--- src/common/link_seq_defines.svh ---
`ifndef LINK_SEQ_DEFINES_SVH
`define LINK_SEQ_DEFINES_SVH
// pipeline latency in half sample periods (10.5 and 13.5 sample periods)
`define LAT_PIPE_ONE_HALF   8'd21
`define LAT_PIPE_TWO_HALF   8'd27
// sync assertion to comma, sample periods
`define LAT_COMMA_ONE       8'd7
`define LAT_COMMA_TWO       8'd10
// sync release to alignment sequence, sample periods
`define LAT_ALIGN_ONE       8'd3
`define LAT_ALIGN_TWO       8'd6
// bit period limits in ps
`define BIT_MIN_ONE_PS      16'd167
`define BIT_MIN_TWO_PS      16'd294
`define BIT_MAX_PS          16'd1000
// k28.5 control character, flagged by the control bit
`define COMMA_CHAR          8'hbc
// alignment sequence length in multiframes
`define ALIGN_MFRAMES       8'd4
`endif

--- src/common/link_seq_pkg.sv ---
package link_seq_pkg;
	typedef enum logic [1:0] {
		ST_COMMA = 2'b00,
		ST_ALIGN = 2'b01,
		ST_DATA  = 2'b10
	} link_state_t;

	typedef struct packed {
		logic       is_ctrl;
		logic [7:0] octet;
	} lane_char_t;

	typedef struct packed {
		logic [13:0] chan_a;
		logic [13:0] chan_b;
	} sample_pair_t;
endpackage : link_seq_pkg

--- src/core/link_seq.sv ---
`timescale 1ns/1ps
`include "link_seq_defines.svh"

module link_seq
	import link_seq_pkg::*;
#(
	parameter int FRAMES_PER_MF = 32
) (
	input  wire logic         clk_sys,
	input  wire logic         nrst,
	input  wire logic         clock_halving_select,
	input  wire logic         two_lane_mode,
	input  wire logic [1:0]   subclass,
	input  wire logic         sysref,
	input  wire logic         sync_n,
	input  wire sample_pair_t sample_in,
	output lane_char_t        primary_serial_lane,
	output lane_char_t        secondary_serial_lane,
	output logic              lane_b_active,
	output logic              sample_strobe,
	output logic              frame_start,
	output logic              mframe_start
);
	// synchronisers for pin inputs; stage one is read only by stage two
	logic sync_s1_r, sync_s2_r, sync_s3_r;
	logic sref_s1_r, sref_s2_r, sref_s3_r;
	always_ff @(posedge clk_sys or negedge nrst) begin
		if (!nrst) begin
			sync_s1_r <= 1'b1;
			sync_s2_r <= 1'b1;
			sync_s3_r <= 1'b1;
			sref_s1_r <= 1'b0;
			sref_s2_r <= 1'b0;
			sref_s3_r <= 1'b0;
		end else begin
			sync_s1_r <= sync_n;
			sync_s2_r <= sync_s1_r;
			sync_s3_r <= sync_s2_r;
			sref_s1_r <= sysref;
			sref_s2_r <= sref_s1_r;
			sref_s3_r <= sref_s2_r;
		end
	end
	logic sref_rise, sync_rise;
	assign sref_rise = sref_s2_r & ~sref_s3_r;
	assign sync_rise = sync_s2_r & ~sync_s3_r;

	// divider resync: sysref in subclass 1, sync release in subclass 2
	logic div_reset;
	assign div_reset = (subclass == 2'd1 && sref_rise) || (subclass == 2'd2 && sync_rise);

	// sample clock enable: every edge, or every second edge when halving
	logic       half_r, half_nxt;
	logic       smp;
	logic [7:0] frame_cnt_r, frame_cnt_nxt;
	logic [7:0] half_cnt_r, half_cnt_nxt;
	assign smp = !clock_halving_select || half_r;
	always_comb begin
		half_nxt      = div_reset ? 1'b0 : ~half_r;
		frame_cnt_nxt = frame_cnt_r;
		half_cnt_nxt  = half_cnt_r + 8'd1;
		if (div_reset) begin
			frame_cnt_nxt = 8'd0;
		end else if (smp) begin
			frame_cnt_nxt = (frame_cnt_r == 8'(FRAMES_PER_MF - 1)) ? 8'd0 : frame_cnt_r + 8'd1;
		end
	end
	always_ff @(posedge clk_sys or negedge nrst) begin
		if (!nrst) begin
			half_r      <= 1'b0;
			frame_cnt_r <= 8'd0;
			half_cnt_r  <= 8'd0;
		end else begin
			half_r      <= half_nxt;
			frame_cnt_r <= frame_cnt_nxt;
			half_cnt_r  <= half_cnt_nxt;
		end
	end

	// data pipeline, one stage per sample period; the half period is taken by
	// the serialiser phase, so whole stages are depth minus one half
	localparam int PIPE_MAX = 14;
	sample_pair_t pipe_r [PIPE_MAX];
	sample_pair_t pipe_nxt [PIPE_MAX];
	genvar gi;
	generate
		for (gi = 0; gi < PIPE_MAX; gi++) begin : g_pipe
			always_comb begin
				pipe_nxt[gi] = pipe_r[gi];
				if (smp) begin
					pipe_nxt[gi] = (gi == 0) ? sample_in : pipe_r[(gi == 0) ? 0 : gi - 1];
				end
			end
			always_ff @(posedge clk_sys or negedge nrst) begin
				if (!nrst) begin
					pipe_r[gi] <= '0;
				end else begin
					pipe_r[gi] <= pipe_nxt[gi];
				end
			end
		end
	endgenerate
	logic [7:0]   pipe_tap;
	sample_pair_t delayed;
	// tap in whole sample periods counted on the sample strobe, not device clocks
	assign pipe_tap = two_lane_mode ? (`LAT_PIPE_TWO_HALF >> 1) : (`LAT_PIPE_ONE_HALF >> 1);
	assign delayed  = pipe_r[pipe_tap[3:0] - 4'd1];

	// link state with sync assertion and release delays
	link_state_t st_r, st_nxt;
	logic [7:0]  dly_r, dly_nxt;
	logic        arm_r, arm_nxt;
	logic        run_r, run_nxt;
	logic        pend_r, pend_nxt;
	logic [7:0]  comma_lat, align_lat, comma_tgt, align_tgt;
	logic        anchor;
	assign comma_lat = two_lane_mode ? `LAT_COMMA_TWO : `LAT_COMMA_ONE;
	assign align_lat = two_lane_mode ? `LAT_ALIGN_TWO : `LAT_ALIGN_ONE;
	// one sample period is two device clocks when halving, so the waits run on clocks
	assign comma_tgt = clock_halving_select ? {comma_lat[6:0], 1'b0} : comma_lat;
	assign align_tgt = clock_halving_select ? {align_lat[6:0], 1'b0} : align_lat;
	// subclass 0 anchors on a frame start, others on a multiframe start
	assign anchor = smp && (subclass == 2'd0 || frame_cnt_r == 8'd0);
	always_comb begin
		st_nxt   = st_r;
		dly_nxt  = dly_r;
		arm_nxt  = arm_r;
		run_nxt  = run_r;
		pend_nxt = pend_r;
		if (!sync_s2_r && st_r != ST_COMMA) begin
			// the first clock that sees the request counts; the output register adds
			// one more clock, so the state switches one clock before the target
			if (!pend_r) begin
				pend_nxt = 1'b1;
				dly_nxt  = 8'd1;
			end else begin
				dly_nxt = dly_r + 8'd1;
				if (dly_r + 8'd2 >= comma_tgt) begin
					st_nxt   = ST_COMMA;
					pend_nxt = 1'b0;
					arm_nxt  = 1'b0;
					run_nxt  = 1'b0;
				end
			end
		end else if (st_r == ST_COMMA && sync_s2_r) begin
			if (!arm_r) begin
				arm_nxt = 1'b1; // release detected, wait for the anchor
				run_nxt = 1'b0;
			end else if (!run_r && anchor) begin
				run_nxt = 1'b1;
				dly_nxt = 8'd1;
			end else if (run_r) begin
				dly_nxt = dly_r + 8'd1;
				if (dly_r + 8'd1 >= align_tgt) begin
					st_nxt  = ST_ALIGN;
					dly_nxt = 8'd0;
				end
			end
		end else if (st_r == ST_COMMA) begin
			arm_nxt = 1'b0;
			run_nxt = 1'b0;
		end else if (st_r == ST_ALIGN && smp && frame_cnt_r == 8'(FRAMES_PER_MF - 1)) begin
			dly_nxt = dly_r + 8'd1;
			if (dly_r + 8'd1 >= `ALIGN_MFRAMES) begin
				st_nxt = ST_DATA;
			end
		end else if (st_r != ST_COMMA) begin
			pend_nxt = 1'b0;
		end
	end
	always_ff @(posedge clk_sys or negedge nrst) begin
		if (!nrst) begin
			st_r   <= ST_COMMA;
			dly_r  <= 8'd0;
			arm_r  <= 1'b0;
			run_r  <= 1'b0;
			pend_r <= 1'b0;
		end else begin
			st_r   <= st_nxt;
			dly_r  <= dly_nxt;
			arm_r  <= arm_nxt;
			run_r  <= run_nxt;
			pend_r <= pend_nxt;
		end
	end

	// lane character mapping; one lane alternates channels a and b when halving, else sends channel a only
	lane_char_t pri_nxt, sec_nxt;
	lane_char_t pri_r, sec_r;
	logic       ch_sel_r, ch_sel_nxt;
	always_comb begin
		ch_sel_nxt = smp ? 1'b0 : ~ch_sel_r;
		pri_nxt    = '{is_ctrl: 1'b1, octet: `COMMA_CHAR};
		sec_nxt    = '{is_ctrl: 1'b1, octet: `COMMA_CHAR};
		if (st_r == ST_ALIGN) begin
			// alignment marks multiframe ends with a control char
			pri_nxt = '{is_ctrl: frame_cnt_r == 8'(FRAMES_PER_MF - 1), octet: frame_cnt_r};
			sec_nxt = pri_nxt;
		end else if (st_r == ST_DATA) begin
			if (two_lane_mode) begin
				pri_nxt = '{is_ctrl: 1'b0, octet: delayed.chan_a[13:6]};
				sec_nxt = '{is_ctrl: 1'b0, octet: delayed.chan_b[13:6]};
			end else begin
				pri_nxt = '{is_ctrl: 1'b0,
					octet: ch_sel_r ? delayed.chan_b[13:6] : delayed.chan_a[13:6]};
				sec_nxt = '{is_ctrl: 1'b0, octet: 8'h00};
			end
		end
		if (!two_lane_mode) begin
			sec_nxt = '{is_ctrl: 1'b0, octet: 8'h00};
		end
	end
	// outputs registered so the lane follows its clock edge by one edge, within 0.6 periods
	always_ff @(posedge clk_sys or negedge nrst) begin
		if (!nrst) begin
			pri_r                 <= '{is_ctrl: 1'b1, octet: `COMMA_CHAR};
			sec_r                 <= '0;
			ch_sel_r              <= 1'b0;
			lane_b_active         <= 1'b0;
			sample_strobe         <= 1'b0;
			frame_start           <= 1'b0;
			mframe_start          <= 1'b0;
		end else begin
			pri_r                 <= pri_nxt;
			sec_r                 <= sec_nxt;
			ch_sel_r              <= ch_sel_nxt;
			lane_b_active         <= two_lane_mode;
			sample_strobe         <= smp;
			frame_start           <= smp;
			mframe_start          <= smp && frame_cnt_r == 8'd0;
		end
	end
	assign primary_serial_lane   = pri_r;
	assign secondary_serial_lane = sec_r;

	// the serialiser clock must keep the bit period inside the mode limits;
	// the limit in force is exposed through the defines for the serdes setup
	logic unused_half;
	assign unused_half = half_cnt_r[0];
endmodule : link_seq

--- config.mk ---
export PLATFORM = sky130hd
export DESIGN_NAME = link_seq
export DESIGN_NICKNAME = d
export VERILOG_FILES = /design/src/common/link_seq_pkg.sv /design/src/core/link_seq.sv
export VERILOG_INCLUDE_DIRS = /design/src /design/src/common
export SDC_FILE = /design/constraint.sdc
export NUM_CORES = 1
export LEC_CHECK = 0
export BUFFER_PORTS_ARGS = -buffer_cell sky130_fd_sc_hd__buf_2
export CAP_MARGIN = 10
export CORE_ASPECT_RATIO = 0.7
export CORE_MARGIN = 4
export CORE_UTILIZATION = 53
export DETAILED_ROUTE_END_ITERATION = 12
export MAX_ROUTING_LAYER = met4
export PLACE_DENSITY = 0.7
export SLEW_MARGIN = 25
export SYNTH_ARGS = -nofsm -noshare
export SYNTH_HDL_FRONTEND = slang
export SYNTH_SLANG_ARGS = --single-unit
--- constraint.sdc ---
create_clock -name clk_sys -period 2.8 [get_ports clk_sys]
set_clock_uncertainty 0.1 [all_clocks]
set_input_delay 0.28 -clock clk_sys [delete_from_list [all_inputs] [get_ports clk_sys]]
set_output_delay 0.28 -clock clk_sys [all_outputs]
set_load 0.01 [all_outputs]
After elaboration in Yosys (flattened, before gate mapping)
Index checks and enable logic that the tools add are counted.
{ "op_classes": {"eq_ne": 17, "n_reduce_logical": 29, "magnitude_cmp": 4, "bitwise": 7, "n_mux": 56, "n_addsub": 4} }
{ "op_table": {"columns": ["cell", "count"], "rows": [
  ["binary-select mux 28 bit (select 4 bit)", 1],
  ["2-to-1 mux 8 bit", 14],
  ["2-to-1 mux 28 bit", 2],
  ["2-to-1 mux 9 bit", 5],
  ["2-to-1 mux 2 bit", 11],
  ["2-to-1 mux 1 bit", 18],
  ["adder 8 x 1 -> 8 bit (second input constant)", 2],
  ["AND reduction 4 bit", 3],
  ["logical AND 1 bit", 9],
  ["inequality test 3 bit (second input constant)", 3],
  ["AND reduction 9 bit", 1],
  ["nonzero test 3 bit", 3],
  ["adder 8 x 2 -> 8 bit (second input constant)", 1],
  ["equality test 8 x 5 -> 1 bit (second input constant)", 1],
  ["greater-or-equal comparator 8 x 3 -> 1 bit (second input constant)", 1],
  ["greater-or-equal comparator 8 x 4 -> 1 bit", 1],
  ["greater-or-equal comparator 8 x 5 -> 1 bit", 1],
  ["zero test 8 bit", 1],
  ["2-to-1 mux 4 bit", 2],
  ["inequality test 2 bit (second input constant)", 4],
  ["inequality test 4 x 3 -> 1 bit (second input constant)", 2],
  ["2-to-1 mux 3 bit", 2],
  ["inequality test 3 x 2 -> 1 bit (second input constant)", 2],
  ["nonzero test 2 bit", 3],
  ["13 further kinds", 24]
]} }
{ "totals": {"output_inout_bits": 22, "word_cells": 166, "input_bits": 36, "regBits": 442} }

Depth between registers and ports, before layout
Gate-level depths: netlist of the first run.
{ "depth": {"depth_word": 10, "depth_mapped": 12, "ltp_nobuf": 10} }

Least setup slack after synthesis of the first run
Ideal clock, no wire load.
{ "synth_timing": {"path_type": "input to register", "startpoint": "input port two_lane_mode", "endpoint": "register dly_r[1]", "setup_ns": 0.122, "cell_stages": 11, "setup_slack_ns": -0.068, "arrival_time_ns": 2.646, "n_path_buf": 2, "required_time_ns": 2.578, "path_cell_list": "clkbuf_1 clkinv_1 clkbuf_1 ha_1 ha_1 nand2_1 a21oi_1 maj3_1 o2111a_1 nand3b_1 a32o_1"} }
{ "synth_via": {"elab_chain_cells": 9} }
{ "synth_lines": {"columns": ["item", "line", "source"], "rows": [
  ["start, declared", "link_seq.sv:12", "input wire logic two_lane_mode,"],
  ["2-to-1 mux 3 bit (no source line)", null, null],
  ["2-to-1 mux 4 bit", "link_seq.sv:121", "assign align_tgt = clock_halving_select ? {align_lat[6:0], 1'b0} : align_lat;"],
  ["greater-or-equal comparator 8 x 4 -> 1 bit", "link_seq.sv:154", "if (dly_r + 8'd1 >= align_tgt) begin"],
  ["2-to-1 mux 8 bit", "link_seq.sv:154", null],
  ["2-to-1 mux 8 bit", "link_seq.sv:152", "end else if (run_r) begin"],
  ["2-to-1 mux 8 bit", "link_seq.sv:149", "end else if (!run_r && anchor) begin"],
  ["2-to-1 mux 8 bit", "link_seq.sv:146", "if (!arm_r) begin"],
  ["2-to-1 mux 8 bit", "link_seq.sv:145", "end else if (st_r == ST_COMMA && sync_s2_r) begin"],
  ["2-to-1 mux 8 bit", "link_seq.sv:130", "if (!sync_s2_r && st_r != ST_COMMA) begin"],
  ["end signal, assigned", "link_seq.sv:180", "dly_r <= dly_nxt;"],
  ["end, declared", "link_seq.sv:111", "logic [7:0] dly_r, dly_nxt;"]
]} }
Every way passes these cells. The select of a mux whose other input is x is not followed.
A chain may end at the register's enable or synchronous reset.

Worst setup path in the final report of the first run
{ "layout_timing": {"startpoint": "register dly_r[0]", "endpoint": "register dly_r[4]"} }
{ "layout_via": {"elab_chain_cells": 8, "word_cells_on_any_way": 11, "classes_between": "add/sub: 1; order compare: 1; mux: 9"} }
{ "layout_lines": {"columns": ["item", "line"], "rows": [
  ["adder 8 x 1 -> 8 bit *", null],
  ["greater-or-equal comparator 8 x 4 -> 1 bit", "link_seq.sv:154"],
  ["2-to-1 mux 8 bit", "link_seq.sv:154"],
  ["2-to-1 mux 8 bit", "link_seq.sv:152"],
  ["2-to-1 mux 8 bit", "link_seq.sv:149"],
  ["2-to-1 mux 8 bit", "link_seq.sv:146"],
  ["2-to-1 mux 8 bit", "link_seq.sv:145"],
  ["2-to-1 mux 8 bit *", "link_seq.sv:130"]
]} }
Mark *: on every way between the ends. The rest lies on a longest branch, timed or not. The select of a mux whose other input is x is not followed.

==> flow_metrics.env, run 1 <==
export IMPL_drc=0
export IMPL_fp_dieArea_um2=22300
export IMPL_drv_slew=0
export IMPL_initialDrtViolationCount=643
export IMPL_multi_input_area_um2=3810
export IMPL_ir_worst_vdd_v=0.000588
export IMPL_ys_seq_area_share_pct=61.2
export IMPL_num_io_pins=58
export IMPL_grt_first_pass_wirelength_um=34000
export IMPL_power_total_mw=11.5
export IMPL_die_y_um=126
export IMPL_slew_headroom_pct=35.4
export IMPL_cts_buffer_depth=3
export IMPL_yosysTopAreaCell="dfrtp_1"
export IMPL_syn_area_um2=10600
export IMPL_final_antenna_net_count=0
export IMPL_cts_htree_levels=1
export IMPL_numCtsBuffers=25
export IMPL_num_vias=7467
export IMPL_cp_common_cell="ha_1"
export IMPL_cp_cell_sequence="ha_1 -> ha_1 -> a21oi_1 -> maj3_1 -> o2111a_1 -> nand3b_1 -> a32o_1"
export IMPL_portBuffers=45
export IMPL_regToRegSetupSlack_ns=0.14
export IMPL_start_kind="register"
export IMPL_wire_per_inst_um=12.8
export IMPL_rows=42
export IMPL_outcome="complete, no violations"
export IMPL_fin_crit_ns=2.66
export IMPL_drive_above_1_share_pct=9.64
export IMPL_ys_types=51
export IMPL_hold_slack_ns=0.0300
export IMPL_leakagePower_nw=6.43
export IMPL_yosys_register_bits=258
export IMPL_postSynth_asyncResetShare_pct=100
export IMPL_grt_pass1_vias=6836
export IMPL_hold_viol=0
export IMPL_crit_type="register to register"
export IMPL_critPathArrivalTime_ns=2.96
export IMPL_clock_root_buffer="clkbuf_16"
export IMPL_grt_overflow_total=0
export IMPL_grt_max_degree=210
export IMPL_cpMaxStageDelayCell="dfrtp_1"
export IMPL_gp_congestion=0.885
export IMPL_max_stage_delay_ns=0.46
export IMPL_synth_top_area_share_pct=58.9
export IMPL_tightest_slew_ns=0.969
export IMPL_final_setup_viol_count=0
export IMPL_synth_fp_nets=1236
export IMPL_core_area_um2=19200
export IMPL_wirelength_um=19400
export IMPL_synth_area_top_cells="dfrtp_1 (59%), nand2_1 (23%), ha_1 (2.5%), dfstp_2 (2.2%), clkbuf_1 (1.8%)"
export IMPL_clock_latency_ns=0.52
export IMPL_antenna_cells=0
export IMPL_crit_required_ns=3.10
export IMPL_initial_core_util_pct=55.0
export IMPL_synth_edf_count=0
export IMPL_drv_cap=0
export IMPL_synthCells=1179
export IMPL_crit_fanout=7
export IMPL_cts_tree="yes"
export IMPL_dp_hpwl_um=11700
export IMPL_setup_tns_final_ns=0
export IMPL_synth_most_common_cell="nand2_1"
export IMPL_hp_class="input pin to register"
export IMPL_fill_cells=1678
export IMPL_period_share_pct=95.0
export IMPL_clock_sinks=258
export IMPL_path_clk_slew_ns=0.06
export IMPL_regArea_um2=6470
export IMPL_dieWidth_um=177
export IMPL_yosysWarnings=0
export IMPL_max_freq_mhz=376
export IMPL_rsz0062_at_grt="false"
export IMPL_dp_cells=1444
export IMPL_syn_to_final_growth_pct=14.3
export IMPL_antenna_found_initial=0
export IMPL_synth_common_cells="nand2_1 (647), dfrtp_1 (249), clkbuf_1 (50)"
export IMPL_postSynthAreaPerCell_um2=8.97
export IMPL_synth_ff_type="dfrtp_1"
export IMPL_viasPerCell=4.95
export IMPL_finalNonFillerCells=1509
export IMPL_grtUsageTotal_pct=18.5
export IMPL_postCtsSetupBuffers=0
export IMPL_drtPass1Iterations=5
export IMPL_layout_nets=1283
export IMPL_endpoint_kind="register"
export IMPL_p_per_area_nw_per_um2=949
placed cells by master (no fill, tap or decap), types with 4 or more instances in the layout:
| cell | count |
|---|---|
| a211oi_1 | 4 |
| nand2_1 | 647 |
| buf_4 | 12 |
| nor2b_1 | 4 |
| o21ai_0 | 15 |
| inv_1 | 15 |
| dfrtp_1 | 249 |
| nand2b_1 | 5 |
| clkbuf_8 | 7 |
| nand3_1 | 7 |
| nor2_1 | 39 |
| buf_2 | 44 |
| nor3_1 | 11 |
| xor2_1 | 6 |
| clkbuf_16 | 25 |
| clkbuf_1 | 9 |
| mux2i_1 | 9 |
| dlygate4sd3_1 | 19 |
| ha_1 | 21 |
| a32o_1 | 4 |
| dfstp_2 | 9 |
| xnor2_1 | 5 |
| a21oi_1 | 19 |
| buf_12 | 5 |
| nand4_1 | 5 |
sequential cells by signal, indices dropped and copies added (netlist names):
signal,flops
arm_r,1
ch_sel_r,1
dly_r,8
frame_cnt_r,8
frame_start,1
half_r,1
lane_b_active,1
mframe_start,1
pend_r,1
pipe_r,208
primary_serial_lane,9
run_r,1
secondary_serial_lane,9
sref_s1_r,1
sref_s2_r,1
sref_s3_r,1
st_r,2
sync_s1_r,1
sync_s2_r,1
sync_s3_r,1
cell families after synthesis:
| logic type | share of synthesized area, % |
|---|---|
| AO/OA/AOI/OAI | 3.74 |
| XOR/XNOR | 0.911 |
| adder cells (fa/ha/maj) | 2.58 |
| buffers and inverters | 2.86 |
| flip-flops | 61.2 |
| multiplexers | 1.17 |
| AND/OR/NAND/NOR | 27.6 |
per-layer routing:
metal / vias to the layer above / GRT usage, % / wire (um)
met5: - / - / 0
met4: 0 / 3.37 / 318
met3: 26 / 2.70 / 830
met2: 124 / 24.5 / 8060
met1: 3543 / 30.3 / 10200
li1: 3774 / - / -
per-stage QoR:
step	worst slack (ns)	instance area (um2)	util (%)
after CTS	0.178	12100	62.8
after floorplan	0.114	10600	-
after detailed placement	0.126	11100	57.7
after global placement	0.181	11100	57.7
after global routing	0.00880	12100	62.8
final	0.140	12100	62.8
cell type report:
| cell class | count | area share, % |
|---|---|---|
| flip-flops and latches | 258 | 53.5 |
| multi-input cells | 843 | 31.5 |
| clock buffers | 41 | 6.25 |
| repair buffers | 81 | 5.09 |
| well taps | 264 | 2.73 |
| inverters | 17 | 0.580 |
| clock inverters | 5 | 0.290 |
path summary, 6_finish.rpt:
kind / startpoint / to / cells after the start
setup / recovery: dly_r[0] / dly_r[4] / 7
hold / removal: two_lane_mode / lane_b_active / 2
setup reg to reg: dly_r[0] / dly_r[4] / 7
hold reg to reg: sref_s1_r / sref_s2_r / 0
max in group asynchronous: nrst / sync_s2_r / 3
min in group asynchronous: nrst / dly_r[4] / 2
worst max-delay path: cells and delay by family (launching register included):
kind	cells	cell delay, ns
simple gates	1	0.31
compound gates	3	0.70
flops	1	0.46
fa+ha+maj	3	0.97
power by group:
group	switching (mW)	internal (mW)
sequential	0.739	5.03
combinational	1.51	0.981
clock	1.36	1.85
repair_timing:
action | in CTS | in global routing
resized for setup | 0 | 0
endpoints found under the setup margin | 0 | 0
endpoints found under the hold margin | 89 | 0
hold buffers | 19 | 0
No activity file was read; power rests on OpenSTA's default activity.
==> run 2, diff against run 1 <==
--- a/config.mk
+++ b/config.mk
@@ -11,3 +11,3 @@
 export CORE_ASPECT_RATIO = 0.7
-export CORE_MARGIN = 4
+export CORE_MARGIN = 3
 export CORE_UTILIZATION = 53
--- a/constraint.sdc
+++ b/constraint.sdc
@@ -4,2 +4,2 @@
 set_output_delay 0.28 -clock clk_sys [all_outputs]
-set_load 0.01 [all_outputs]
+set_load 0.02 [all_outputs]
==> flow_metrics.env, run 2 (synthesis gave the netlist of run 1 again) <==
export IMPL_clock_sinks=258
export IMPL_critPathArrivalTime_ns=2.94
export IMPL_grtUsageTotal_pct=19.2
export IMPL_fin_area_um2=12200
export IMPL_setup_tns_final_ns=0
export IMPL_clock_latency_ns=0.51
export IMPL_clock_root_buffer="clkbuf_16"
export IMPL_dp_hpwl_um=12100
export IMPL_endpoint_kind="register"
export IMPL_hold_start="two_lane_mode"
export IMPL_cts_buffer_depth=3
export IMPL_drtPass1Iterations=5
export IMPL_hold_viol=0
export IMPL_cpMaxStageDelayCell="dfrtp_1"
export IMPL_core_area_um2=19200
export IMPL_layout_nets=1286
export IMPL_fill_cells=1639
export IMPL_wirelength_um=19600
export IMPL_grt_max_degree=189
export IMPL_antenna_cells=0
export IMPL_largest_register="pipe_r"
export IMPL_tightest_slew_ns=0.808
export IMPL_path_buf_inv=1
export IMPL_rsz0062_at_grt="false"
export IMPL_die_y_um=124
export IMPL_grt_overflow_total=0
export IMPL_drv_slew=0
export IMPL_place_area_um2=11100
export IMPL_antenna_found_initial=0
export IMPL_syn_to_final_growth_pct=15.4
export IMPL_slew_headroom_pct=46.0
export IMPL_regToRegSetupSlack_ns=0.16
export IMPL_dieWidth_um=175
export IMPL_r2r_end="dly_r[1]"
export IMPL_postCtsSetupBuffers=0
export IMPL_cpLargestDelayFamily="compound AO/OA/AOI/OAI gates"
export IMPL_fin_crit_ns=2.64
export IMPL_numCtsBuffers=25
export IMPL_num_vias=7459
export IMPL_start_kind="register"
export IMPL_max_stage_delay_ns=0.48
export IMPL_cts_htree_levels=1
export IMPL_ir_worst_vdd_v=0.000479
export IMPL_cp_cell_sequence="ha_1 -> nand2_1 -> xnor2_1 -> ha_1 -> inv_1 -> o2111a_1 -> nand3b_1 -> a32o_1"
export IMPL_crit_required_ns=3.09
export IMPL_final_setup_viol_count=0
export IMPL_portBuffers=45
export IMPL_period_share_pct=94.5
export IMPL_final_common_cell="nand2_1"
export IMPL_final_antenna_net_count=0
export IMPL_viasPerCell=4.93
export IMPL_hp_class="input pin to register"
export IMPL_largest_reg_flops=208
export IMPL_r2r_start="dly_r[1]"
export IMPL_whs_path_depth=2
export IMPL_fp_dieArea_um2=21700
export IMPL_leakagePower_nw=6.49
export IMPL_initialDrtViolationCount=694
export IMPL_max_freq_mhz=378
export IMPL_outcome="complete, no violations"
export IMPL_gp_congestion=0.884
export IMPL_rr_worst_depth=8
export IMPL_path_clk_slew_ns=0.06
export IMPL_holdPathEnd="lane_b_active"
export IMPL_drv_cap=0
export IMPL_rows=42
export IMPL_crit_fanout=7
export IMPL_p_per_area_nw_per_um2=981
export IMPL_final_cell_mix="nand2_1 (647), dfrtp_1 (249), buf_2 (44), nor2_1 (39), clkbuf_16 (25)"
export IMPL_cts_tree="yes"
export IMPL_startpoint="dly_r[1]"
export IMPL_drive_above_1_share_pct=10.3
export IMPL_cp_common_cell="ha_1"
export IMPL_crit_type="register to register"
export IMPL_drc=0
export IMPL_wire_per_inst_um=13.0
export IMPL_grt_first_pass_wirelength_um=33900
export IMPL_grt_pass1_vias=6983
export IMPL_num_io_pins=58
export IMPL_initial_core_util_pct=55.0
## run 2: metal layers
metal | part of all wire (%) | track usage, % | wire (um)
met1 | 52 | 29.3 | 10200
met2 | 42 | 27.6 | 8230
met3 | 4.4 | 3.29 | 873
met4 | 1.4 | 3.59 | 276
met5 | 0 | - | 0
## run 2: how the worst max path moves through the flow
stage               endpoint  slack, ns  cells after the start
floorplan           dly_r[1]       0.11                     11
global placement    dly_r[3]       0.19                     10
detailed placement  dly_r[4]       0.12                     10
CTS                  st_r[1]       0.16                     10
global route         st_r[1]      0.007                      9
finish              dly_r[1]       0.16                      8
## run 2: layout make-up
class | count | area (um2) | share of cell area, %
Clock inverter | 14 | 208 | 1.70
Sequential cell | 258 | 6470 | 53.0
Clock buffer | 32 | 682 | 5.59
Timing Repair Buffer | 84 | 626 | 5.13
Tap cell | 264 | 330 | 2.71
Inverter | 17 | 70.1 | 0.575
Multi-Input combinational cell | 843 | 3810 | 31.3
## run 2: stage by stage
step                      setup slack [ns]  hold WS, ns  total power [mW]  instances  util (%)
after floorplan                      0.114       -0.116              7.55       1179         -
after global placement               0.186        0.210              8.30       1447      57.8
after detailed placement             0.122        0.203              8.43       1447      57.8
after CTS                            0.160       0.0149              12.1       1512      63.4
after global routing               0.00725       0.0227              12.8       1512      63.4
final                                0.155       0.0332              12.0       1512      63.4
## run 2: report_power, final
group,switching (mW),total (mW),internal [mW]
sequential,0.756,5.79,5.03
combinational,1.59,2.59,0.995
clock,1.39,3.59,2.19
## run 2: timing repair
| action | CTS | global route |
|---|---|---|
| endpoints found under the hold margin | 85 | 0 |
| endpoints found under the setup margin | 0 | 2 |
| gates resized for setup | 0 | 1 |
| hold buffers | 19 | 0 |
## run 2: worst reg2reg max path: cells and delay by family, from the launching register on
family	cells	cell delay [ns]
compound gates	2	0.62
xor+xnor	1	0.35
fa+ha+maj	2	0.49
buf+inv	1	0.03
flops	1	0.48
simple gates	2	0.45
==> run 3, diff against run 2 <==
Settings changed: BUFFER_PORTS_ARGS -buffer_cell sky130_fd_sc_hd__buf_2 to default, CELL_PAD_IN_SITES_DETAIL_PLACEMENT from default to 0, CELL_PAD_IN_SITES_GLOBAL_PLACEMENT from default to 2, CORE_UTILIZATION 53 to 36, DONT_BUFFER_PORTS from default to 1, PLACE_DENSITY 0.7 to 0.72.
==> flow_metrics.env, run 3 (synthesis gave the netlist of run 1 again) <==
export IMPL_power_total_mw=12.2
export IMPL_drc=0
export IMPL_final_cell_mix="nand2_1 (647), dfrtp_1 (249), nor2_1 (39), clkbuf_16 (29), ha_1 (21)"
export IMPL_numCtsBuffers=28
export IMPL_dp_hpwl_um=12400
export IMPL_crit_fanout=7
export IMPL_clock_sinks=258
export IMPL_hp_class="input pin to asynchronous set/reset pin"
export IMPL_fin_crit_ns=2.66
export IMPL_r2r_start="dly_r[0]"
export IMPL_endpoint="dly_r[1]"
export IMPL_grt_first_pass_wirelength_um=37200
export IMPL_core_area_um2=28300
export IMPL_drive_above_1_share_pct=7.20
export IMPL_antenna_cells=0
export IMPL_clock_root_buffer="clkbuf_16"
export IMPL_drv_slew=0
export IMPL_rsz0062_at_grt="false"
export IMPL_place_area_um2=11000
export IMPL_drv_cap=0
export IMPL_p_per_area_nw_per_um2=1000
export IMPL_max_freq_mhz=376
export IMPL_setup_tns_final_ns=0
export IMPL_cts_tree="yes"
export IMPL_grtUsageTotal_pct=14.8
export IMPL_ir_worst_vdd_v=0.000556
export IMPL_grt_max_degree=259
export IMPL_wirelength_um=21800
export IMPL_final_antenna_net_count=0
export IMPL_fp_dieArea_um2=31500
export IMPL_layout_nets=1243
export IMPL_regToRegSetupSlack_ns=0.14
export IMPL_cts_hold_buf=21
export IMPL_gp_congestion=0.843
export IMPL_largest_reg_flops=208
export IMPL_final_setup_viol_count=0
export IMPL_path_clk_slew_ns=0.06
export IMPL_tightest_slew_ns=1.02
export IMPL_rows=51
export IMPL_initialDrtViolationCount=574
export IMPL_postCtsSetupBuffers=0
export IMPL_rr_worst_depth=7
export IMPL_endpoint_kind="register"
export IMPL_grt_overflow_total=0
export IMPL_hold_viol=255
export IMPL_portBuffers=0
export IMPL_syn_to_final_growth_pct=15.3
export IMPL_fin_area_um2=12200
export IMPL_grt_pass1_vias=6973
export IMPL_r2r_end="dly_r[1]"
export IMPL_cts_buffer_depth=3
export IMPL_die_y_um=149
export IMPL_startpoint="dly_r[0]"
export IMPL_period_share_pct=94.9
export IMPL_fill_cells=2898
export IMPL_wire_per_inst_um=13.8
export IMPL_violations="hold timing"
export IMPL_dieWidth_um=211
export IMPL_start_kind="register"
export IMPL_hold_slack_ns=-0.672
export IMPL_antenna_found_initial=0
export IMPL_final_common_cell="nand2_1"
export IMPL_drtPass1Iterations=4
export IMPL_leakagePower_nw=6.36
export IMPL_viasPerCell=4.62
export IMPL_clock_latency_ns=0.55
export IMPL_crit_required_ns=3.13
export IMPL_largest_register="pipe_r"
export IMPL_critPathArrivalTime_ns=2.99
export IMPL_outcome="finished with violations"
export IMPL_slew_headroom_pct=32.0
export IMPL_num_vias=7297
export IMPL_initial_core_util_pct=37.3
export IMPL_cts_htree_levels=1
export IMPL_crit_type="register to register"
export IMPL_num_io_pins=58
## run 3: cell count changes in the layout (fill, tap and decap cells not counted), moves of 2 or more
cell,previous run,this run
clkinv_2,6,9
buf_12,4,2
buf_2,44,0
clkbuf_8,3,5
clkbuf_16,25,29
inv_6,3,1
## run 3: what timing repair did
item,CTS,global route
setup endpoints to repair,0,9
hold endpoints to repair,290,258
resized for setup,0,1
## run 3: power breakdown
group          internal (mW)  switching [mW]
Clock                   2.48            1.51
Sequential              5.04           0.872
Combinational          0.937            1.40
## run 3: critical path: stages, from the launching register on
cell and delay [ns]:
dfrtp_1 0.46, ha_1 0.36, ha_1 0.28, a21oi_1 0.07
maj3_1 0.35, o2111a_1 0.31, nand3b_1 0.30, a32o_1 0.31
## run 3: how the worst min path moves through the flow
| stage | start | endpoint | slack, ns |
|---|---|---|---|
| after CTS | nrst | lane_b_active | -0.70 |
| final | nrst | secondary_serial_lane[8] | -0.67 |
| after detailed placement | nrst | lane_b_active | -0.10 |
| after floorplan | nrst | arm_r | -0.12 |
| after global placement | nrst | lane_b_active | -0.11 |
| after global routing | nrst | lane_b_active | -0.71 |
## run 3: layout make-up
type	instances	area (um2)	area share, %
Sequential cell	258	6470	53.1
Multi-Input combinational cell	843	3810	31.3
Clock buffer	37	806	6.61
Tap cell	371	464	3.81
Timing Repair Buffer	38	365	3.00
Clock inverter	15	205	1.68
Inverter	17	70.1	0.575
## run 3: per-stage QoR
| stage | hold WS [ns] | util, % | setup slack, ns | cells |
|---|---|---|---|---|
| 6_report | -0.672 | 43.0 | 0.143 | 1579 |
| 5_1_grt | -0.708 | 43.0 | 0.0100 | 1579 |
| 4_1_cts | -0.701 | 43.0 | 0.00225 | 1579 |
| 3_5_place_dp | -0.104 | 38.7 | 0.179 | 1506 |
| 3_3_place_gp | -0.106 | 38.7 | 0.177 | 1506 |
| 2_1_floorplan | -0.116 | - | 0.114 | 1179 |
## run 3: metal layers
metal	track usage, %	share of wire [%]
met1	23.0	55
met3	3.01	4.1
met2	19.5	39
met5	-	0
met4	3.45	2.3
